--- src/verilog/ogd_pkg.sv ---
package ogd_pkg;

    // Clock rate and timing constants
    localparam int CLK_MHZ         = 25;
    localparam int CLAMP_BYPASS_US = 15;
    localparam int CLAMP_BYPASS_CYC = CLAMP_BYPASS_US * CLK_MHZ;
    localparam int ACK_CYC_DEF     = 25;
    localparam int BLK_CYC_DEF     = 2500;
    localparam int RES_CYC_DEF     = 100;
    localparam int FOFF_CYC_DEF    = 10;
    localparam int BLANK_CYC_DEF   = 50;
    localparam int BOOST_CYC_DEF   = 200;
    localparam int RESTORE_CYC_DEF = 100;
    localparam int CNT_W           = 16;

    // Gate level encoding
    typedef enum logic [1:0] {
        OGD_GATE_OFF = 2'h0,
        OGD_GATE_10V = 2'h1,
        OGD_GATE_15V = 2'h2,
        OGD_GATE_25V = 2'h3
    } ogd_gate_t;

    // Sequencer states, one-hot
    typedef enum logic [5:0] {
        OGD_OFF     = 6'h01,
        OGD_BOOST   = 6'h02,
        OGD_ON      = 6'h04,
        OGD_REDUCED = 6'h08,
        OGD_FTOFF   = 6'h10,
        OGD_BLOCK   = 6'h20
    } ogd_state_t;

    // Sense inputs travelling together
    typedef struct packed {
        logic supplyLow;
        logic slopeEvent;
        logic desatHigh;
        logic clampActive;
    } ogd_sense_t;

    // Whole module state
    typedef struct packed {
        ogd_state_t       st;
        logic [CNT_W-1:0] seqCnt;
        logic [CNT_W-1:0] resCnt;
        logic [CNT_W-1:0] blankCnt;
        logic [CNT_W-1:0] ackCnt;
        logic [CNT_W-1:0] clampCnt;
        logic             cmdPrev;
        logic             resDone;
        logic             statusLight;
        ogd_gate_t        gate;
        logic             turnOffEn;
        logic             clampStageEn;
    } ogd_regs_t;

endpackage : ogd_pkg

--- src/verilog/ogd_fault_logic.sv ---
// Contract
// - Light on means on, off means off
// - Command edges launch switching actions
// - Status light on when healthy
// - Status light off during any fault
// - Each command edge outside a fault gives ack dark pulse
// - Undervoltage forces status dark, switch off
// - Commands ignored while fault is active
// - Turn-on at 15V, then 25V after boost
// - Slope event input flags type-two shorts
// - Slope detection masked after each turn-on
// - Slope event drops gate to 10V
// - Desat then off, else restore 25V
// - Sample desat after response time at turn-on
// - Short circuit: delayed off, fault signalled
// - Fault status clears after blocking time
// - Resume only on fresh on command
// - Clamp active disables turn-off transistor
// - Clamp stage bypassed for 15us after turn-off
// - Command light-off turns switch off
`timescale 1ns/1ps
module ogd_fault_logic
    import ogd_pkg::*;
#(
    // Every interval is a cycle count of the local clock
    parameter int ACK_CYC     = ACK_CYC_DEF,
    parameter int BLK_CYC     = BLK_CYC_DEF,
    parameter int RES_CYC     = RES_CYC_DEF,
    parameter int FOFF_CYC    = FOFF_CYC_DEF,
    parameter int BLANK_CYC   = BLANK_CYC_DEF,
    parameter int BOOST_CYC   = BOOST_CYC_DEF,
    parameter int RESTORE_CYC = RESTORE_CYC_DEF
) (
    // Clock and reset
    input  wire logic       clk,
    input  wire logic       rst_n,
    // Optical link
    input  wire logic       cmdLight,
    output logic            statusLight,
    // Sense inputs from the power stage
    input  wire ogd_sense_t sense,
    // Gate stage controls
    output ogd_gate_t       gateLevel,
    output logic            turnOffEn,
    output logic            clampStageEn
);

    // Counters are CNT_W wide; larger counts cannot be served
    initial begin
        if (ACK_CYC < 1 || BLK_CYC < 1 || RES_CYC < 1 || FOFF_CYC < 1 ||
            BLANK_CYC < 1 || BOOST_CYC < 1 || RESTORE_CYC < 1 ||
            BLK_CYC >= (1 << CNT_W) || BOOST_CYC >= (1 << CNT_W) ||
            RESTORE_CYC >= (1 << CNT_W) || RES_CYC >= (1 << CNT_W) ||
            BLANK_CYC >= (1 << CNT_W) || ACK_CYC >= (1 << CNT_W) ||
            FOFF_CYC >= (1 << CNT_W) || CLAMP_BYPASS_CYC >= (1 << CNT_W)) begin
            $error("ogd_fault_logic: cycle count out of range");
        end
    end

    localparam logic [CNT_W-1:0] ACK_N     = CNT_W'(ACK_CYC);
    localparam logic [CNT_W-1:0] BLK_N     = CNT_W'(BLK_CYC);
    localparam logic [CNT_W-1:0] RES_N     = CNT_W'(RES_CYC);
    localparam logic [CNT_W-1:0] FOFF_N    = CNT_W'(FOFF_CYC);
    localparam logic [CNT_W-1:0] BLANK_N   = CNT_W'(BLANK_CYC);
    localparam logic [CNT_W-1:0] BOOST_N   = CNT_W'(BOOST_CYC);
    localparam logic [CNT_W-1:0] RESTORE_N = CNT_W'(RESTORE_CYC);
    localparam logic [CNT_W-1:0] CLAMP_N   = CNT_W'(CLAMP_BYPASS_CYC);
    localparam logic [CNT_W-1:0] ZERO      = '0;
    localparam logic [CNT_W-1:0] ONE       = CNT_W'(1);

    ogd_regs_t r_q;
    ogd_regs_t r_d;

    logic cmdRise;
    logic cmdFall;
    logic faultActive;
    logic slopeSeen;
    logic desatSeen;

    // Edge detection on the command light
    assign cmdRise = cmdLight & ~r_q.cmdPrev;
    assign cmdFall = ~cmdLight & r_q.cmdPrev;
    // Fault covers undervoltage and the whole short-circuit sequence
    assign faultActive = sense.supplyLow || r_q.st == OGD_FTOFF || r_q.st == OGD_BLOCK;
    // Slope events count only once blanking has run out
    assign slopeSeen = sense.slopeEvent && r_q.blankCnt == ZERO;
    // Desaturation is sampled at the end of the response window, and watched
    // all through the reduced-gate phase so a slope event can end in turn-off
    assign desatSeen = sense.desatHigh &&
                       (r_q.resCnt == ONE || r_q.st == OGD_REDUCED);

    // Next-state logic
    always_comb begin
        r_d = r_q;
        r_d.cmdPrev = cmdLight;
        if (r_q.seqCnt != ZERO) r_d.seqCnt = r_q.seqCnt - ONE;
        if (r_q.resCnt != ZERO) r_d.resCnt = r_q.resCnt - ONE;
        if (r_q.blankCnt != ZERO) r_d.blankCnt = r_q.blankCnt - ONE;
        if (r_q.ackCnt != ZERO) r_d.ackCnt = r_q.ackCnt - ONE;
        if (r_q.clampCnt != ZERO) r_d.clampCnt = r_q.clampCnt - ONE;
        if (r_q.resCnt == ONE) r_d.resDone = 1'b1;

        // Every edge is acknowledged unless a fault blanks the link anyway
        if ((cmdRise || cmdFall) && !faultActive) r_d.ackCnt = ACK_N;

        case (r_q.st)
            OGD_OFF: begin
                if (cmdRise) begin
                    r_d.st       = OGD_BOOST;
                    r_d.seqCnt   = BOOST_N;
                    r_d.resCnt   = RES_N;
                    r_d.resDone  = 1'b0;
                    r_d.blankCnt = BLANK_N;
                end
            end
            OGD_BOOST, OGD_ON, OGD_REDUCED: begin
                if (cmdFall) begin
                    r_d.st = OGD_OFF;
                end else if (desatSeen) begin
                    r_d.st     = OGD_FTOFF;
                    r_d.seqCnt = FOFF_N;
                end else if (slopeSeen && r_q.st != OGD_REDUCED) begin
                    r_d.st     = OGD_REDUCED;
                    r_d.seqCnt = RESTORE_N;
                end else if (r_q.seqCnt == ONE && r_q.st != OGD_ON) begin
                    r_d.st = OGD_ON;
                end
            end
            OGD_FTOFF: begin
                if (r_q.seqCnt == ONE) begin
                    r_d.st     = OGD_BLOCK;
                    r_d.seqCnt = BLK_N;
                end
            end
            OGD_BLOCK: begin
                if (r_q.seqCnt == ONE) r_d.st = OGD_OFF;
            end
            default: r_d.st = OGD_OFF;
        endcase

        // Undervoltage overrides everything and drops to off
        if (sense.supplyLow) r_d.st = OGD_OFF;
        // Commands arriving during a fault are simply dropped
        if (faultActive && r_d.st == OGD_BOOST) r_d.st = OGD_OFF;

        // Gate drive level from the next state
        case (r_d.st)
            OGD_BOOST:   r_d.gate = OGD_GATE_15V;
            OGD_ON:      r_d.gate = OGD_GATE_25V;
            OGD_REDUCED: r_d.gate = OGD_GATE_10V;
            OGD_FTOFF:   r_d.gate = r_q.gate;
            default:     r_d.gate = OGD_GATE_OFF;
        endcase

        // Bypass timer restarts on every transition into off
        if (r_d.gate == OGD_GATE_OFF && r_q.gate != OGD_GATE_OFF) r_d.clampCnt = CLAMP_N;
        r_d.clampStageEn = r_d.gate == OGD_GATE_OFF && r_d.clampCnt == ZERO;
        // Turn-off transistor yields to the clamp path
        r_d.turnOffEn = r_d.gate == OGD_GATE_OFF && !sense.clampActive;

        // Status light: dark on fault or during an ack pulse
        r_d.statusLight = !faultActive && !(r_d.st == OGD_FTOFF) &&
                          r_d.ackCnt == ZERO;
    end

    // State register
    always_ff @(posedge clk) begin
        if (!rst_n) begin
            r_q.st           <= OGD_OFF;
            r_q.seqCnt       <= '0;
            r_q.resCnt       <= '0;
            r_q.blankCnt     <= '0;
            r_q.ackCnt       <= '0;
            r_q.clampCnt     <= '0;
            r_q.cmdPrev      <= 1'b0;
            r_q.resDone      <= 1'b0;
            r_q.statusLight  <= 1'b0;
            r_q.gate         <= OGD_GATE_OFF;
            r_q.turnOffEn    <= 1'b1;
            r_q.clampStageEn <= 1'b1;
        end else begin
            r_q <= r_d;
        end
    end

    assign statusLight  = r_q.statusLight;
    assign gateLevel    = r_q.gate;
    assign turnOffEn    = r_q.turnOffEn;
    assign clampStageEn = r_q.clampStageEn;

    // Checks
    chk_supply_undervoltage_lockout_dark: assert property (@(posedge clk) disable iff (!rst_n)
        sense.supplyLow |=> !statusLight && gateLevel == OGD_GATE_OFF)
        else $error("undervoltage did not force off and dark");
    chk_fault_dark: assert property (@(posedge clk) disable iff (!rst_n)
        r_q.st == OGD_BLOCK |-> !statusLight)
        else $error("status light on while blocking");
    chk_ack_pulse: assert property (@(posedge clk) disable iff (!rst_n)
        (cmdRise && !faultActive) |=> !statusLight)
        else $error("no ack pulse after edge");
    chk_boost_level: assert property (@(posedge clk) disable iff (!rst_n)
        (r_q.st == OGD_OFF && cmdRise && !faultActive) |=> gateLevel == OGD_GATE_15V)
        else $error("turn-on did not start at 15V");
    chk_fall_off: assert property (@(posedge clk) disable iff (!rst_n)
        (cmdFall && r_q.st != OGD_FTOFF && r_q.st != OGD_BLOCK) |=>
        gateLevel == OGD_GATE_OFF)
        else $error("light-off command did not turn off");
    chk_blank_mask: assert property (@(posedge clk) disable iff (!rst_n)
        (r_q.blankCnt != ZERO && sense.slopeEvent && !cmdFall && !desatSeen &&
         (r_q.st == OGD_BOOST || r_q.st == OGD_ON))
        |=> gateLevel != OGD_GATE_10V)
        else $error("slope acted on during blanking");
    // A slope event after blanking must drop the gate to the reduced level
    chk_slope_drop: assert property (@(posedge clk) disable iff (!rst_n)
        (slopeSeen && !cmdFall && !desatSeen && !sense.supplyLow &&
         (r_q.st == OGD_BOOST || r_q.st == OGD_ON))
        |=> gateLevel == OGD_GATE_10V)
        else $error("slope event did not reduce gate");
    // Desaturation in the reduced phase leads into the fault turn-off
    chk_reduced_desat: assert property (@(posedge clk) disable iff (!rst_n)
        (r_q.st == OGD_REDUCED && sense.desatHigh && !cmdFall && !sense.supplyLow)
        |=> r_q.st == OGD_FTOFF)
        else $error("desaturation ignored while reduced");
    // Without desaturation the reduced phase ends back at full drive
    chk_restore_full: assert property (@(posedge clk) disable iff (!rst_n)
        (r_q.st == OGD_REDUCED && r_q.seqCnt == ONE && !sense.desatHigh &&
         !cmdFall && !sense.supplyLow)
        |=> gateLevel == OGD_GATE_25V)
        else $error("gate not restored after reduced phase");
    // The response-time sample declares the short circuit
    chk_desat_trip: assert property (@(posedge clk) disable iff (!rst_n)
        (desatSeen && !cmdFall && !sense.supplyLow &&
         (r_q.st == OGD_BOOST || r_q.st == OGD_ON))
        |=> r_q.st == OGD_FTOFF)
        else $error("short circuit not declared");
    // Fault turn-off delay keeps the status dark
    chk_ftoff_dark: assert property (@(posedge clk) disable iff (!rst_n)
        r_q.st == OGD_FTOFF |-> !statusLight)
        else $error("status light on during fault turn-off");
    // Boost phase ends at full drive when nothing intervenes
    chk_boost_raise: assert property (@(posedge clk) disable iff (!rst_n)
        (r_q.st == OGD_BOOST && r_q.seqCnt == ONE && !cmdFall && !desatSeen &&
         !slopeSeen && !sense.supplyLow)
        |=> gateLevel == OGD_GATE_25V)
        else $error("boost did not raise gate to 25V");
    // A rising command during a fault never starts a turn-on
    chk_fault_noon: assert property (@(posedge clk) disable iff (!rst_n)
        (faultActive && cmdRise) |=> r_q.st != OGD_BOOST)
        else $error("turn-on started during fault");
    // Blocking ends by itself once its count runs out
    chk_block_exit: assert property (@(posedge clk) disable iff (!rst_n)
        (r_q.st == OGD_BLOCK && r_q.seqCnt == ONE) |=> r_q.st == OGD_OFF)
        else $error("blocking did not end");
    chk_block_ignore: assert property (@(posedge clk) disable iff (!rst_n)
        r_q.st == OGD_BLOCK |=> gateLevel == OGD_GATE_OFF)
        else $error("gate driven during fault");
    chk_clamp_tof: assert property (@(posedge clk) disable iff (!rst_n)
        sense.clampActive |=> !turnOffEn)
        else $error("turn-off stage on while clamping");
    chk_clamp_bypass: assert property (@(posedge clk) disable iff (!rst_n)
        ($fell(gateLevel != OGD_GATE_OFF)) |-> !clampStageEn [*8])
        else $error("clamp stage enabled too early");
    chk_healthy_on: assert property (@(posedge clk) disable iff (!rst_n)
        (r_q.st == OGD_OFF && !sense.supplyLow && r_q.ackCnt == ZERO && !cmdRise && !cmdFall)
        |=> statusLight)
        else $error("status dark while healthy");

endmodule : ogd_fault_logic

--- config.mk ---
export PLATFORM = sky130hd
export DESIGN_NAME = ogd_fault_logic
export DESIGN_NICKNAME = d
export VERILOG_FILES = /design/src/verilog/ogd_pkg.sv /design/src/verilog/ogd_fault_logic.sv
export SDC_FILE = /design/constraint.sdc
export NUM_CORES = 1
export LEC_CHECK = 0
export ABC_CLOCK_PERIOD_IN_PS = 2200
export BUFFER_PORTS_ARGS = -buffer_cell sky130_fd_sc_hd__buf_4
export CORE_UTILIZATION = 57
export DETAILED_ROUTE_END_ITERATION = 8
export GPL_ROUTABILITY_DRIVEN = 0
export PLACE_DENSITY = 0.77
export REMOVE_ABC_BUFFERS = 1
export SETUP_SLACK_MARGIN = 0.1
export SYNTH_ARGS = -nofsm -noshare
export SYNTH_HDL_FRONTEND = slang
export SYNTH_SLANG_ARGS = --single-unit
--- constraint.sdc ---
create_clock -name clk -period 2.2 [get_ports clk]
set_input_delay 0.22 -clock clk [delete_from_list [all_inputs] [get_ports clk]]
set_output_delay 0.22 -clock clk [all_outputs]
set_load 0.03 [all_outputs]
* Word level (Yosys, flattened, before mapping)
Cells that the tools add are included.
** Cells by class
- Add/subtract/negate cells :: 5
- Eq/ne operators :: 15
- Mux-type cells :: 22
- Bitwise logic cells :: 4
- Reductions and logical operators :: 29
** Operators by type and width (count)
- 2-to-1 mux 16 bit :: 9
- nonzero test 16 bit :: 5
- subtractor 16 x 1 -> 16 bit (second input constant) :: 5
- 2-to-1 mux 54 bit :: 1
- logical NOT 16 bit :: 3
- one-hot mux 16 bit (3 select lines) :: 1
- 2-to-1 mux 22 bit :: 2
- 2-to-1 mux 6 bit :: 6
- equality test 16 x 1 -> 1 bit (second input constant) :: 2
- 2-to-1 mux 32 bit :: 1
- one-hot mux 6 bit (4 select lines) :: 1
- equality test 6 x 2 -> 1 bit (second input constant) :: 3
- equality test 6 x 3 -> 1 bit (second input constant) :: 2
- equality test 6 x 4 -> 1 bit (second input constant) :: 2
- equality test 6 x 5 -> 1 bit (second input constant) :: 2
- logical AND 1 bit :: 11
- one-hot mux 2 bit (4 select lines) :: 1
- equality test 6 x 1 -> 1 bit (second input constant) :: 1
- equality test 6 bit (second input constant) :: 1
- != test 6 x 3 -> 1 bit (second input constant) :: 1
- != test 6 x 4 -> 1 bit (second input constant) :: 1
- logical OR 1 bit :: 4
- logical NOT 1 bit :: 3
- OR reduction 3 bit :: 1
- other kinds (4) :: 6
** Storage, ports and cells
- Register bits :: 92
- Input bits :: 7
- Word-level logic and storage cells :: 86

* Longest topological paths before layout
- Depth after elaboration :: 18
- Mapped depth :: 10

* Worst setup path before layout
No wires, ideal clock.
- Path kind :: register -> register
- Start :: register r_q[46] in the netlist's numbering
- End :: register r_q[14] in the netlist's numbering
- Arrival time :: 2252 ps
- Path slack :: -168 ps
- Stages on the path, launching flop included :: 10
- Path buffers :: 2
- Path through :: dfxtp_1 > nor4_4 > nand2_2 > or4b_1 > buf_6 > and3b_4 > o211ai_4 > a41o_1 > buf_6 > nor2_2
** On the way
- Word-level cells in the longest chain between the ends :: 16
** Ends and longest elaborated chain
- from (decl) :: line ogd_fault_logic.sv:71 : ogd_regs_t r_q;
- from (signal assigned) :: line ogd_fault_logic.sv:182 : r_q <= r_d;
- logical NOT 16 bit * :: line ogd_fault_logic.sv:86 : assign slopeSeen = sense.slopeEvent && r_q.blankCnt == ZERO;
- logical AND 1 bit * :: line ogd_fault_logic.sv:86
- logical AND 1 bit * :: line ogd_fault_logic.sv:122 : end else if (slopeSeen && r_q.st != OGD_REDUCED) begin
- 2-to-1 mux 6 bit * :: line ogd_fault_logic.sv:122
- 2-to-1 mux 22 bit * :: line ogd_fault_logic.sv:119 : end else if (desatSeen) begin
- 2-to-1 mux 6 bit * :: line ogd_fault_logic.sv:117 : if (cmdFall) begin
- one-hot mux 6 bit (4 select lines) * :: line ogd_fault_logic.sv:106 : case (r_q.st)
- 2-to-1 mux 6 bit * :: line ogd_fault_logic.sv:142 : if (sense.supplyLow) r_d.st = OGD_OFF;
- equality test 6 x 2 -> 1 bit :: line ogd_fault_logic.sv:144 : if (faultActive && r_d.st == OGD_BOOST) r_d.st = OGD_OFF;
- logical AND 1 bit :: line ogd_fault_logic.sv:144
- 2-to-1 mux 6 bit * :: line ogd_fault_logic.sv:144
- equality test 6 x 5 -> 1 bit, or another cell as far along :: line ogd_fault_logic.sv:147 : case (r_d.st)
- one-hot mux 2 bit (4 select lines) * :: line ogd_fault_logic.sv:147
- logical NOT 2 bit * :: line ogd_fault_logic.sv:156 : if (r_d.gate == OGD_GATE_OFF && r_q.gate != OGD_GATE_OFF) r_d.clampCnt = CLAMP_N;
- logical AND 1 bit * :: line ogd_fault_logic.sv:156
- 2-to-1 mux 16 bit * :: line ogd_fault_logic.sv:156
Every way passes the cells marked *; elsewhere a longest branch is shown, timed or not.
A chain may end at the register's enable or synchronous reset.

* Worst setup path in the final report
- Start :: register r_q[89] in the netlist's numbering
- End :: register r_q[20] in the netlist's numbering
** On the way
- Word-level cells in the longest chain between the ends :: 16
** Ends and longest elaborated chain
- != test 6 x 3 -> 1 bit :: line ogd_fault_logic.sv:125 : end else if (r_q.seqCnt == ONE && r_q.st != OGD_ON) begin
- logical AND 1 bit :: line ogd_fault_logic.sv:125
- 2-to-1 mux 6 bit :: line ogd_fault_logic.sv:125
- 2-to-1 mux 6 bit :: line ogd_fault_logic.sv:122
- 2-to-1 mux 22 bit :: line ogd_fault_logic.sv:119
- 2-to-1 mux 6 bit :: line ogd_fault_logic.sv:117
- one-hot mux 6 bit (4 select lines) :: line ogd_fault_logic.sv:106
- 2-to-1 mux 6 bit :: line ogd_fault_logic.sv:142
- equality test 6 x 2 -> 1 bit :: line ogd_fault_logic.sv:144
- logical AND 1 bit :: line ogd_fault_logic.sv:144
- 2-to-1 mux 6 bit * :: line ogd_fault_logic.sv:144
- equality test 6 x 5 -> 1 bit, or another cell as far along :: line ogd_fault_logic.sv:147
- one-hot mux 2 bit (4 select lines) * :: line ogd_fault_logic.sv:147
- logical NOT 2 bit * :: line ogd_fault_logic.sv:156
- logical AND 1 bit * :: line ogd_fault_logic.sv:156
- 2-to-1 mux 16 bit * :: line ogd_fault_logic.sv:156
Marked as above.

==> reports/qor.txt <==
Yosys warning total: 0
Worst VDD drop: 1.31 mV
Post-DP HPWL: 8.78 mm
EDFF count, synth: 0
Residual DRC: 0
Die area: 9060 sq um
Slowest Stage Delay on Critical Path: 0.46 ns
Top delay family on crit path: simple AND/OR/NAND/NOR gates
CP Class: flip-flop to flip-flop
Top-area cell type share of the netlist area: 0.372
Post-synthesis mux area share: 0.00202
Share of layout cells above drive strength 1: 0.339
CTS sink cnt: 92
Antenna-violating nets left: 0
Post-Synth Simple-Gate Area: 0.302
CP required: 2.50 ns
GR Overflow Total: 0
Core area: 8300 sq um
Worst reg2reg path startpoint: r_q[89]
Unrepaired setup endpoints after global routing: true
Initial DRT Pass Iterations: 6
CP max stage cell: or4_4
Minimum clock period: 2.35 ns
Final WL: 13.5 mm
Vias: 4958
Ys async rst share: 0
Hold Vio Cnt, Final: 0
IO buf count: 11
Num CTS Buffers: 9
Largest net degree at the start of global routing: 27
R2r worst-path depth: 8
Post-Synth Adder-Cell Area: 0.0303
Fin Hold WS: 0.0577 ns
Final layout net count: 740
Startpoint Class: flip-flop
Critical path fanouts, max: 9
Vias in the first global route: 4653
Post-synth cell types: 71
Vias per cell: 5.97
Rows: 33
Final instance area: 6570 sq um
CTS tree: yes
Antenna Cells: 0
Synth Area in XOR/XNOR: 0.117
Max Cap Viol: 0
Failing checks: negative setup slack
CTS Hold Bufs: 0
Main synth FF type: dfxtp_1
Synth Area per Inst: 8.22 sq um
Worst hold path type: input port to flip-flop
Post-Syn Area: 4950 sq um
Layout area overhead: 32.7%
Fmax: 0.425 GHz
Max-slew headroom: 0.607
Clock transition at path regs: 0.09 ns
Max Slew Vio Count: 0
Die X: 95.2 um
Post-route worst setup slack: -0.152 ns
Arrival time worst endpoint: 2.65 ns
Filler cell count: 530
Fin crit share: 1.07
Worst slew pin tran: 0.588 ns
Outcome: finished, violations left
Initial Util: 0.596
Initial antenna violation count: 0
Iteration-0 DRC Markers: 318
Leading area contributor after synthesis: dfxtp_1
Clk_skew: 0.00626 ns
Largest family of logic cells by synthesized area: simple AND/OR/NAND/NOR gates
Crit end category: flip-flop
Synthesized flop and latch total: 92
Post-DP Area: 5910 sq um
Htree depth: 3
Worst-case clock buffer depth: 2
Skew-Pair Late Insertion Delay: 0.36 ns
Worst path cell trace: or3b_1 -> or4_4 -> or4b_4 -> and3b_4 -> o211ai_4 -> a41o_1 -> buf_12 -> nor2_2
IO Pins: 12
Drt wl/cell: 16.2 um
Leak: 2.69 nW
Pwr dens: 1790 nW/um^2
Root buffer cell: clkbuf_8
Setup TNS: -2.19 ns
Die Ht: 95.2 um
Post-Synthesis Cells: 602
Hold Crit Depth: 2
Post-synthesis sequential area ratio: 0.372
Reg2reg end: r_q[20]
Startpoint of the worst hold path: sense[0]
Buf+Inv Stages, Crit Path: 1
Total GRT Usage: 0.292
FF-to-FF setup slack: -0.15 ns
Synth top area cells: dfxtp_1 (37%), xnor2_1 (7.4%), nor2_1 (6.4%)
Final setup vio count: 16
Compound-Gate Fraction of Synth Area: 0.137
First-pass GRT wire length: 20.7 mm
Hold Path End: turnOffEn
layout make-up:
| cell class | instances | area (sq um) | area share |
|---|---|---|---|
| Multi-Input combinational cell | 465 | 3240 | 0.494 |
| Sequential cell | 92 | 1860 | 0.283 |
| Timing Repair Buffer | 133 | 1030 | 0.156 |
| Tap cell | 105 | 131 | 0.0200 |
| Clock buffer | 9 | 124 | 0.0189 |
| Clock inverter | 6 | 113 | 0.0171 |
| Inverter | 20 | 75.1 | 0.0114 |
registers in the layout, indices dropped and copies added (netlist names):
signal	cells
r_q	87
gateLevel	2
clampStageEn	1
statusLight	1
turnOffEn	1
cell families after synthesis:
kind of cell | after synthesis
and+or+nand+nor | 285
xor gates and xnor gates | 66
DFF | 92
muxes | 1
buffers and inverters | 45
adders and majority gates | 12
AOI/OAI and AO/OA | 101
layer usage:
layer  vias to the layer above  track usage  wire length [um]
li1                       2350            -                 -
met1                      2388        0.331              5430
met2                       171        0.536              6990
met3                        49       0.0494               597
met4                         0        0.120               451
met5                         -            0                 0
cells in the mapped netlist, drive strengths merged (2+ instances only):
cell and count:
o211ai 4, or2 5, nand2b 5, a211oi 4, or3b 2, and2 6, xor2 24, nor2 93
clkbuf 19, o41ai 3, xnor2 42, nor3 25, and4 3, ha 12, nor2b 3, nor3b 8
or4 4, o21ai 13, or3 10, nor4b 3, nand4 12, buf 6, o31ai 3, inv 20
dfxtp 92, nand2 50, a311oi 2, o21a 5, a41oi 2, nand3b 4, nand3 22, nand4b 2
o21bai 3, a31oi 8, nor4 21, a21oi 44, and3 3
placed cells by master, fill, tap and decap left out, types with 9 or more instances in the layout:
cell,instances
nand4_1,11
o21ai_0,10
dfxtp_1,79
nand3_1,18
nor2_1,84
nor2_2,9
nor3_1,20
buf_4,128
xnor2_1,41
a21oi_1,37
xor2_1,23
dfxtp_2,13
or3_1,9
ha_1,11
inv_1,18
nor4_1,11
clkbuf_8,9
nand2_1,44
worst max-delay path by stage:
| stage | from | end | slack (ns) | depth (start not counted) |
|---|---|---|---|---|
| after detailed placement | r_q[89] | r_q[12] | -0.20 | 8 |
| final | r_q[89] | r_q[20] | -0.15 | 8 |
| after CTS | r_q[89] | r_q[20] | -0.12 | 8 |
| after global routing | r_q[56] | r_q[12] | -0.25 | 10 |
| after floorplan | r_q[46] | r_q[14] | -0.28 | 7 |
| after global placement | r_q[46] | r_q[19] | -0.16 | 8 |
per-stage QoR:
step | utilization | worst slack (ns) | power (mW) | cells
2_1_floorplan | - | -0.284 | 6.74 | 577
3_3_place_gp | 0.712 | -0.155 | 8.95 | 807
3_5_place_dp | 0.712 | -0.202 | 9.26 | 807
4_1_cts | 0.763 | -0.121 | 11.0 | 827
5_1_grt | 0.791 | -0.247 | 12.5 | 830
6_report | 0.791 | -0.152 | 11.7 | 830
report_power, final:
group	switching, mW	internal (mW)	leakage (nW)	total (mW)
combinational	3.83	3.77	1.81	7.60
clock	0.592	0.752	0.120	1.34
sequential	0.518	2.27	0.759	2.79
total	4.94	6.79	2.69	11.7
timing repair:
action	CTS	global route
hold endpoints to repair	0	0
pin swaps	19	17
gates cloned	0	0
buffers inserted	5	5
gates resized for setup	39	47
endpoints found under the setup margin	33	49
Note: power is estimated with default switching activity, not from simulation.
